<file path="src/rtl/trc_pkg.sv">
// constants for the transfer request and completion handshake block
// assumes a 32-bit AXI4-Lite register bus with byte addressed words
package trc_pkg;
   // register byte offsets
   localparam logic [7:0] HS_OFF    = 8'h00; // handshake register
   localparam logic [7:0] FLAG_OFF  = 8'h04; // interrupt flag register
   localparam logic [7:0] EN_OFF    = 8'h08; // interrupt enable register
   localparam logic [7:0] PBASE_OFF = 8'h0C; // parameter memory base
   // handshake register fields
   localparam int PRIO_BIT   = 31;
   localparam int SUSP_BIT   = 30;
   localparam int QUEUED_BIT = 29;
   localparam int SUBMIT_BIT = 28;
   // flag and enable register fields
   localparam int END_BIT    = 19;
   localparam int SWQ_BIT    = 17;
   // options field of a finished entry
   localparam int ENTRY_IRQ_BIT = 28;
   // vector slot of the submit-while-queued routine
   localparam logic [31:0] SWQ_VEC_OFF = 32'h0000_01C4;
   // instructions retired before the routine is entered
   localparam logic [1:0] INSTR_GAP = 2'h3;
   // reset values
   localparam logic [31:0] PBASE_RST = 32'h0000_0000;
   // bus responses
   localparam logic [1:0] RESP_OKAY   = 2'h0;
   localparam logic [1:0] RESP_SLVERR = 2'h2;
   // interrupt entry sequencer
   typedef enum logic [1:0] {TRC_IDLE, TRC_WAIT, TRC_ENTER} trc_take_t;
endpackage : trc_pkg

</file>
<file path="src/rtl/trc_core.sv">
// transfer request handshake, completion flags and queued-submit entry
// assumes AXI4-Lite master on one side, shared transfer engine on the
// other; engine pulses are one cycle wide and synchronous to MCLK_IN
//
// Contract
// - queued flag at handshake bit 29 shows the list is queued
// - queued flag rises only after one delay slot following submit
// - transfer end flag bit 19 set when whole list finishes
// - end flag also set by finished entry with options bit 28
// - end flag is one sticky bit, no occurrence count
// - submit while queued sets flag bit 17 of flag register
// - set flag with enable makes the core enter its routine
// - three instructions retire before that routine is entered
// - routine address fetched at parameter base plus 0x01C4
// - engine serves processors round robin, completion time varies
// - entry interrupt reaches only the initiating processor
// - queued flag clears only after final entry completes; here a suspend acknowledge also clears it
// - submit request bit at handshake bit 28, one submits list
// - engine clears queued flag on normal or error completion
// - reset clears priority, suspend, queued and submit bits
//
// Chosen here: register access over AXI4-Lite and the register offsets.
`timescale 1ns/10ps
`default_nettype none
module trc_core #(
   parameter int              ID_W    = 2,   // processor id width
   parameter logic [ID_W-1:0] CORE_ID = '0   // this core's id
) (
   input  wire logic            MCLK_IN,          // 25 MHz clock
   input  wire logic            RST_N_IN,         // async reset, low
   input  wire logic [7:0]      AWADDR_IN,        // write address
   input  wire logic            AWVALID_IN,       // write addr valid
   output logic                 AWREADY_OUT,      // write addr ready
   input  wire logic [31:0]     WDATA_IN,         // write data
   input  wire logic [3:0]      WSTRB_IN,         // byte strobes
   input  wire logic            WVALID_IN,        // write data valid
   output logic                 WREADY_OUT,       // write data ready
   output logic [1:0]           BRESP_OUT,        // write response
   output logic                 BVALID_OUT,       // response valid
   input  wire logic            BREADY_IN,        // response ready
   input  wire logic [7:0]      ARADDR_IN,        // read address
   input  wire logic            ARVALID_IN,       // read addr valid
   output logic                 ARREADY_OUT,      // read addr ready
   output logic [31:0]          RDATA_OUT,        // read data
   output logic [1:0]           RRESP_OUT,        // read response
   output logic                 RVALID_OUT,       // read data valid
   input  wire logic            RREADY_IN,        // read data ready
   input  wire logic            ENG_LIST_DONE_IN, // list finished pulse
   input  wire logic            ENG_ENTRY_DONE_IN,// entry finished pulse
   input  wire logic [31:0]     ENG_ENTRY_OPT_IN, // finished entry options
   input  wire logic [ID_W-1:0] ENG_ID_IN,        // owner of done event
   input  wire logic            ENG_SUSP_ACK_IN,  // suspend taken pulse
   input  wire logic            INSTR_RETIRE_IN,  // core retired one
   output logic                 QUEUED_OUT,       // list queued level
   output logic                 PRIO_OUT,         // high priority level
   output logic                 SUSPEND_OUT,      // suspend request
   output logic                 END_IRQ_OUT,      // end flag and enable
   output logic                 INT_TAKE_OUT,     // routine entry pulse
   output logic [31:0]          VEC_ADDR_OUT      // routine slot address
);

   typedef struct packed {
      logic                aw_full;
      logic [7:0]          aw_addr;
      logic                w_full;
      logic [31:0]         w_data;
      logic [3:0]          w_strb;
      logic                bvalid;
      logic [1:0]          bresp;
      logic                rvalid;
      logic [31:0]         rdata;
      logic [1:0]          rresp;
      logic                prio;
      logic                susp;
      logic                queued;
      logic                submit;
      logic                slot;
      logic                end_flag;
      logic                swq_flag;
      logic                end_en;
      logic                swq_en;
      logic [31:0]         pbase;
      trc_pkg::trc_take_t  take;
      logic [1:0]          gap;
      logic [31:0]         vec;
   } trc_state_t;

   trc_state_t s;
   trc_state_t next_s;
   logic       do_wr;
   logic [31:0] wmask;
   logic       mine;
   logic       list_done;
   logic       entry_irq;
   logic       swq_set;
   logic       wr_hs;
   logic       wr_flag;

   // bus ready terms are combinational; one write held at a time
   assign AWREADY_OUT  = ~s.aw_full & ~s.bvalid;
   assign WREADY_OUT   = ~s.w_full & ~s.bvalid;
   assign ARREADY_OUT  = ~s.rvalid;
   assign BVALID_OUT   = s.bvalid;
   assign BRESP_OUT    = s.bresp;
   assign RVALID_OUT   = s.rvalid;
   assign RDATA_OUT    = s.rdata;
   assign RRESP_OUT    = s.rresp;
   assign QUEUED_OUT   = s.queued;
   assign PRIO_OUT     = s.prio;
   assign SUSPEND_OUT  = s.susp;
   assign END_IRQ_OUT  = s.end_flag & s.end_en;
   assign INT_TAKE_OUT = (s.take == trc_pkg::TRC_ENTER);
   assign VEC_ADDR_OUT = s.vec;

   // completion events from the engine; completion may come at any
   // cycle since other processors share the engine in turn
   assign mine      = (ENG_ID_IN == CORE_ID);
   assign list_done = ENG_LIST_DONE_IN & mine;
   assign entry_irq = ENG_ENTRY_DONE_IN & mine
                    & ENG_ENTRY_OPT_IN[trc_pkg::ENTRY_IRQ_BIT];
   assign do_wr     = s.aw_full & s.w_full & ~s.bvalid;
   assign wmask     = {{8{s.w_strb[3]}}, {8{s.w_strb[2]}},
                       {8{s.w_strb[1]}}, {8{s.w_strb[0]}}};
   assign wr_hs     = do_wr & (s.aw_addr == trc_pkg::HS_OFF)
                    & s.w_strb[3];
   assign wr_flag   = do_wr & (s.aw_addr == trc_pkg::FLAG_OFF)
                    & s.w_strb[2];
   assign swq_set   = wr_hs & s.w_data[trc_pkg::SUBMIT_BIT]
                    & s.queued;

   // single next-state process for bus, handshake, flags and entry
   always_comb begin
      next_s = s;
      // bus write channels are taken in either order
      if (AWVALID_IN & AWREADY_OUT) begin
         next_s.aw_full = 1'b1;
         next_s.aw_addr = AWADDR_IN;
      end
      if (WVALID_IN & WREADY_OUT) begin
         next_s.w_full = 1'b1;
         next_s.w_data = WDATA_IN;
         next_s.w_strb = WSTRB_IN;
      end
      if (s.bvalid & BREADY_IN) begin
         next_s.bvalid = 1'b0;
      end
      if (do_wr) begin
         next_s.aw_full = 1'b0;
         next_s.w_full  = 1'b0;
         next_s.bvalid  = 1'b1;
         case (s.aw_addr)
            trc_pkg::HS_OFF, trc_pkg::FLAG_OFF,
            trc_pkg::EN_OFF, trc_pkg::PBASE_OFF:
               next_s.bresp = trc_pkg::RESP_OKAY;
            default: next_s.bresp = trc_pkg::RESP_SLVERR;
         endcase
      end
      // read answers one cycle after the address is taken
      if (ARVALID_IN & ~s.rvalid) begin
         next_s.rvalid = 1'b1;
         next_s.rresp  = trc_pkg::RESP_OKAY;
         next_s.rdata  = '0;
         case (ARADDR_IN)
            trc_pkg::HS_OFF: begin
               next_s.rdata[trc_pkg::PRIO_BIT]   = s.prio;
               next_s.rdata[trc_pkg::SUSP_BIT]   = s.susp;
               next_s.rdata[trc_pkg::QUEUED_BIT] = s.queued;
               next_s.rdata[trc_pkg::SUBMIT_BIT] = s.submit;
            end
            trc_pkg::FLAG_OFF: begin
               next_s.rdata[trc_pkg::END_BIT] = s.end_flag;
               next_s.rdata[trc_pkg::SWQ_BIT] = s.swq_flag;
            end
            trc_pkg::EN_OFF: begin
               next_s.rdata[trc_pkg::END_BIT] = s.end_en;
               next_s.rdata[trc_pkg::SWQ_BIT] = s.swq_en;
            end
            trc_pkg::PBASE_OFF: next_s.rdata = s.pbase;
            default: next_s.rresp = trc_pkg::RESP_SLVERR;
         endcase
      end else if (s.rvalid & RREADY_IN) begin
         next_s.rvalid = 1'b0;
      end
      // submit self-clears unless suspend holds it; the slot stage
      // keeps the queued flag off in the cycle after submission
      next_s.submit = s.submit & s.susp;
      next_s.slot   = s.submit & ~s.susp & ~s.queued;
      if (s.slot) begin
         next_s.queued = 1'b1;
      end
      // the engine's end-of-list event or a suspend acknowledge drops the queued flag,
      // error or not; entry completions leave it alone
      if (list_done) begin
         next_s.queued = 1'b0;
      end
      if (ENG_SUSP_ACK_IN) begin
         next_s.submit = s.queued;
         next_s.queued = 1'b0;
      end
      if (wr_hs) begin
         next_s.prio = s.w_data[trc_pkg::PRIO_BIT];
         next_s.susp = s.w_data[trc_pkg::SUSP_BIT];
         // a submit that finds a list queued is dropped and flagged
         if (s.w_data[trc_pkg::SUBMIT_BIT] & ~s.queued) begin
            next_s.submit = 1'b1;
         end
      end
      if (do_wr & (s.aw_addr == trc_pkg::EN_OFF) & s.w_strb[2]) begin
         next_s.end_en = s.w_data[trc_pkg::END_BIT];
         next_s.swq_en = s.w_data[trc_pkg::SWQ_BIT];
      end
      if (do_wr & (s.aw_addr == trc_pkg::PBASE_OFF)) begin
         next_s.pbase = (s.pbase & ~wmask) | (s.w_data & wmask);
      end
      // write one to clear, then events set: set wins the tie
      if (wr_flag & s.w_data[trc_pkg::END_BIT]) begin
         next_s.end_flag = 1'b0;
      end
      if (wr_flag & s.w_data[trc_pkg::SWQ_BIT]) begin
         next_s.swq_flag = 1'b0;
      end
      // one bit only: many completions read as one
      if (list_done | entry_irq) begin
         next_s.end_flag = 1'b1;
      end
      if (swq_set) begin
         next_s.swq_flag = 1'b1;
      end
      // routine entry waits for three retired instructions
      case (s.take)
         trc_pkg::TRC_IDLE: begin
            if (swq_set & s.swq_en) begin
               next_s.take = trc_pkg::TRC_WAIT;
               next_s.gap  = '0;
            end
         end
         trc_pkg::TRC_WAIT: begin
            if (INSTR_RETIRE_IN) begin
               next_s.gap = s.gap + 2'h1;
               if (s.gap == trc_pkg::INSTR_GAP - 2'h1) begin
                  next_s.take = trc_pkg::TRC_ENTER;
                  next_s.vec  = s.pbase + trc_pkg::SWQ_VEC_OFF;
               end
            end
         end
         trc_pkg::TRC_ENTER: next_s.take = trc_pkg::TRC_IDLE;
         default: next_s.take = trc_pkg::TRC_IDLE;
      endcase
   end

   // state register; reset drops every handshake bit
   always_ff @(posedge MCLK_IN or negedge RST_N_IN) begin
      if (!RST_N_IN) begin
         s       <= '0;
         s.pbase <= trc_pkg::PBASE_RST;
         s.take  <= trc_pkg::TRC_IDLE;
      end else begin
         s <= next_s;
      end
   end
endmodule : trc_core
`default_nettype wire

</file>
<file path="config.mk">
export PLATFORM = sky130hd
export DESIGN_NAME = trc_core
export DESIGN_NICKNAME = d
export VERILOG_FILES = /design/src/rtl/trc_pkg.sv /design/src/rtl/trc_core.sv
export SDC_FILE = /design/constraint.sdc
export NUM_CORES = 1
export LEC_CHECK = 0
export ABC_AREA = 1
export BUFFER_PORTS_ARGS = -buffer_cell sky130_fd_sc_hd__buf_2
export CAP_MARGIN = 10
export CORE_MARGIN = 3
export CORE_UTILIZATION = 45
export CTS_CLUSTER_SIZE = 14
export DETAILED_ROUTE_END_ITERATION = 7
export HOLD_SLACK_MARGIN = 0.06
export PLACE_DENSITY = 0.71
export SLEW_MARGIN = 20
export SYNTH_ARGS = -nofsm -noshare
export SYNTH_HDL_FRONTEND = slang
export SYNTH_SLANG_ARGS = --single-unit
</file>
<file path="constraint.sdc">
create_clock -name MCLK_IN -period 1.4 [get_ports MCLK_IN]
set_clock_uncertainty 0.05 [all_clocks]
set_input_delay 0.14 -clock MCLK_IN [delete_from_list [all_inputs] [get_ports MCLK_IN]]
set_output_delay 0.14 -clock MCLK_IN [all_outputs]
set_load 0.01 [all_outputs]
</file>
Word level (Yosys, flattened, before mapping)
Cells that the tools add are included.
- add/subtract/negate cells: 2
- equal/unequal tests: 12
- mux-type cells: 31
- bitwise operators: 40
- reduce and logical (&&, ||, !) cells: 17
- operators by type and width (operator ; number):
    32-bit bitwise AND ; 2
    37-bit two-way mux ; 1
    36-bit two-way mux ; 1
    32-bit by 9-bit adder with 32-bit output, second input constant ; 1
    8-bit by 4-bit == test with 1-bit output, second input constant ; 4
    32-bit two-way mux ; 1
    32-bit NOT ; 1
    32-bit OR ; 1
    1-bit bitwise AND ; 29
    17-bit two-way mux ; 1
    8-bit by 3-bit == test with 1-bit output, second input constant ; 2
    8-bit zero test ; 2
    1-bit two-way mux ; 14
    2-bit nonzero test ; 7
    9-bit two-way mux ; 1
    3-bit AND reduction ; 3
    2-bit two-way mux ; 4
    8-bit two-way mux ; 1
    2-bit case mux with 2 select lines ; 2
    4-bit case mux with 2 select lines ; 1
    4-bit OR reduction ; 2
    2-bit != test, second input constant ; 3
    1-bit NOT ; 6
    1-bit case mux with 3 select lines ; 2
    other kinds (8) ; 10
- bits in registers: 161
- bits of input ports: 97
- output and inout port bits: 78
- word-level logic and storage cells: 125

Logic depth before layout (Yosys ltp)
- depth after elaboration: 9
- mapped depth: 11
- depth with buffers taken out: 11

Least setup slack after synthesis
Ideal clock, no wire load.
- path type: reg2reg
- from: reg s[152] in the netlist's numbering
- to: reg with a tool-made name
- library setup time: 0.117 ns
- arrival: 1.332 ns
- data required time: 1.233 ns
- slack: -0.099 ns
- stages on the path, launching flop included: 8
- buffers on the path: 1
- period minus slack after synthesis: 1.499 ns
- cell sequence: dfrtp_1 inv_1 nand2_1 nor4_4 nand3_2 buf_6 nand2_2 o21ai_2
- RTL lines (what ; RTL line ; text):
    start, declared ; trc_core.sv:88 ; trc_state_t s;
    start signal, assigned ; trc_core.sv:258 ; s <= next_s;

Worst setup path in the final report
- from: reg s[154] in the netlist's numbering
- to: reg s[33] in the netlist's numbering
- cells in the longest elaborated chain, start to end: 8
- RTL lines (what ; RTL line ; text):
    8-bit zero test ; trc_core.sv:124 ; assign wr_hs = do_wr & (s.aw_addr == trc_pkg::HS_OFF)
    1-bit bitwise AND ; trc_core.sv:124 ;
    1-bit bitwise AND ; trc_core.sv:125 ; & s.w_strb[3];
    1-bit bitwise AND ; trc_core.sv:128 ; assign swq_set = wr_hs & s.w_data[trc_pkg::SUBMIT_BIT]
    1-bit bitwise AND ; trc_core.sv:129 ; & s.queued;
    1-bit bitwise AND ; trc_core.sv:232 ; if (swq_set & s.swq_en) begin
    2-bit != test (no source line) ; -- ;
    3-bit AND reduction (no source line) ; -- ;
No other way between the ends.
A chain may end at the register's enable or synchronous reset.

==> results.txt <==
Synth Register Bits: 159
Core ar.: 16,700 um^2
Largest net degree at the start of global routing: 44
Vias: 6,922
Post-synth top area cell: dfrtp_1
Die height: 137 um
Clk slew on worst S/H paths: 0.07 ns
Input/output buffers: 141
Clock buffer depth: 2
RSZ-0062 raised after global routing: yes
Starting Density: 46.2%
Final Net Count: 1,273
First-pass detailed-route iteration total: 6
P_leak: 5.54 nW
Routed Antenna Nets: 0
Seq/Total Area, Yosys: 51.6%
Number of fill cells in the layout: 1,347
Global route total overflow: 0
# diodes: 0
Achievable Freq: 640 MHz
Period utilisation layout: 112%
Row Count: 47
Status: finished with violations
Initial antenna violation count: 0
Starting DRC count in detailed routing: 517
Syn-to-layout area delta: 43.5%
Clock Tree Root: clkbuf_16
Syn Inst Count: 914
CP arrival: 1.83 ns
Crit-path cells: inv_2 > buf_6 > nand2_2 > nor2_2 > nand3_2 > nor2_2 > nand3_2 > nand3_1 > nand2_1
Final setup viols: 69
Residual DRC: 0
CP max stage delay: 0.40 ns
Final Max Tran Viols: 0
Die extent in x: 137 um
CP Class: register to register
H-tree levels: 4
Worst-path fanout max: 3
Final Hold Violating Endpoints: 0
Post-synth top area share: 51.6%
PnR Total Power: 15.0 mW
Yosys cell types: 35
Hold slack: 0.0925 ns
Worst ir drop on vdd: 0.00107 V
Synth Warn #: 0
CP endpoint kind: register
CP max-delay cell: dfrtp_1
Final HPWL DP: 14,200 um
Layout cells sized above 1: 41.7%
First-pass GRT wire length: 32,500 um
Vias in the first global route: 6,581
Crit path required time: 1.66 ns
Worst setup margin: -0.163 ns
Post-synthesis area per instance: 8.43 um^2
WL final: 22,100 um
CTS Sinks: 159
DR vias/cell: 4.93
Max-Cap Viols: 0
All-Layer GR Usage: 22.5%
GP Congestion: 0.913
Failing checks: negative setup slack
WL/cell: 15.8 um
Die area: 18,700 um^2
Power per unit of standard cell area: 1350 nW/um^2
CP bufs+invs: 2
Clock insertion delay at the later pin of the skew report: 0.43 ns
Worst min-delay path class: input pin to register
CTS tree: built
Worst setup SP type: register
Total CTS buffers: 17
Syn Std Cell Area: 7710 um^2
Top delay family on crit path: simple AND/OR/NAND/NOR gates
Final min period: 1.56 ns
Num ports: 175
Synth top area cells: dfrtp_1, nand2_1, buf_4
## Yosys cell counts
cell	n
a21oi_1	47
a31oi_1	7
buf_2	5
buf_4	68
buf_6	4
clkbuf_1	14
clkbuf_2	1
conb_1	1
dfrtp_1	159
ha_1	2
inv_1	97
inv_2	1
mux2_2	8
mux2i_1	2
nand2_1	230
nand2_2	10
nand3_1	46
nand3_2	4
nand3b_1	1
nand4_1	4
nor2_1	101
nor2_4	1
nor3_1	6
nor3_4	1
nor4_1	1
nor4_4	1
o211ai_1	3
o21a_1	1
o21ai_0	48
o21ai_2	32
o22ai_1	1
o31ai_1	2
or2_2	1
xnor2_1	1
xor2_1	3
## tightest hold or removal path: cells and delay by family
kind / cells / cell delay [ns]
AND/OR/NAND/NOR: 1 / 0.08
buffers and inverters: 3 / 0.21
AO/OA/AOI/OAI: 1 / 0.09
## timing repair
| action | CTS | global route |
|---|---|---|
| cloned | 2 | 5 |
| setup buffers | 12 | 17 |
| hold buffers | 54 | 1 |
| pin swaps | 16 | 29 |
| hold endpoints to repair | 211 | 1 |
| setup endpoints to repair | 73 | 82 |
| resized for setup | 61 | 138 |
## path summary, 6_finish.rpt
path	to	slack [ns]	start	cells after the start
worst min register to register	VEC_ADDR_OUT[22]	0.42	VEC_ADDR_OUT[22]	2
worst min-delay path	RRESP_OUT[1]	0.09	ARADDR_IN[1]	5
worst max register to register	s[33]	-0.16	s[154]	9
max in group asynchronous	asynchronous set/reset pin	0.55	RST_N_IN	3
worst max-delay path	s[33]	-0.16	s[154]	9
min in group asynchronous	asynchronous set/reset pin	0.14	RST_N_IN	2
## routing by layer
layer,global-route usage (%),up-vias,routed length [um]
met5,0,-,0
met4,6.15,0,323
met3,5.26,26,1370
met2,38.6,237,11300
met1,28.7,3308,9170
li1,-,3351,-
## cell type report
class	count	area [um^2]	share of cell area, %
inverter	98	383	3.46
multi-input combinational	567	3270	29.6
timing repair buffer	331	2580	23.3
sequential	159	3990	36.1
tap	220	275	2.49
clock buffer	20	447	4.04
clock inverter	9	113	1.02
## kinds of logic after synthesis
logic type,count (synthesis),synth area share [%]
adders and majority gates,2,0.325
DFF,159,51.6
buffers and inverters,190,13.0
AOI/OAI and AO/OA,141,11.0
and+or+nand+nor,407,22.0
muxes,10,1.43
xor gates and xnor gates,4,0.455
other,1,0.0486
## placed cells by master, fill, tap and decap left out, types with 8 or more instances in the layout
master | Yosys | layout
a21oi_1 | 47 | 44
buf_12 | 0 | 11
buf_2 | 5 | 138
buf_4 | 68 | 104
buf_6 | 4 | 16
clkbuf_16 | 0 | 21
dfrtp_1 | 159 | 148
dfrtp_2 | 0 | 11
dlygate4sd3_1 | 0 | 55
inv_1 | 97 | 83
inv_2 | 1 | 12
mux2_2 | 8 | 8
nand2_1 | 230 | 190
nand2_2 | 10 | 39
nand2_4 | 0 | 11
nand3_1 | 46 | 33
nand3_2 | 4 | 12
nor2_1 | 101 | 61
nor2_2 | 0 | 22
nor2_4 | 1 | 19
o21ai_0 | 48 | 32
o21ai_1 | 0 | 12
o21ai_2 | 32 | 36
## stage by stage
step	std cells	setup WS (ns)	util (%)	instance area (um^2)	TNS, ns
detailed placement	1284	-0.153	53.6	8950	-4.52
global route	1404	-0.272	66.2	11100	-11.66
global placement	1284	-0.142	53.6	8950	-3.53
CTS	1381	-0.0834	62.0	10400	-2.70
floorplan	915	-0.0672	-	7740	-0.983
finish	1404	-0.163	66.2	11100	-5.26
## where the power goes
group | internal, mW | switching, mW
clock network | 2.65 | 1.88
logic | 1.92 | 2.33
registers | 5.57 | 0.635
total | 10.1 | 4.85
Note: power is estimated with default switching activity, not from simulation.
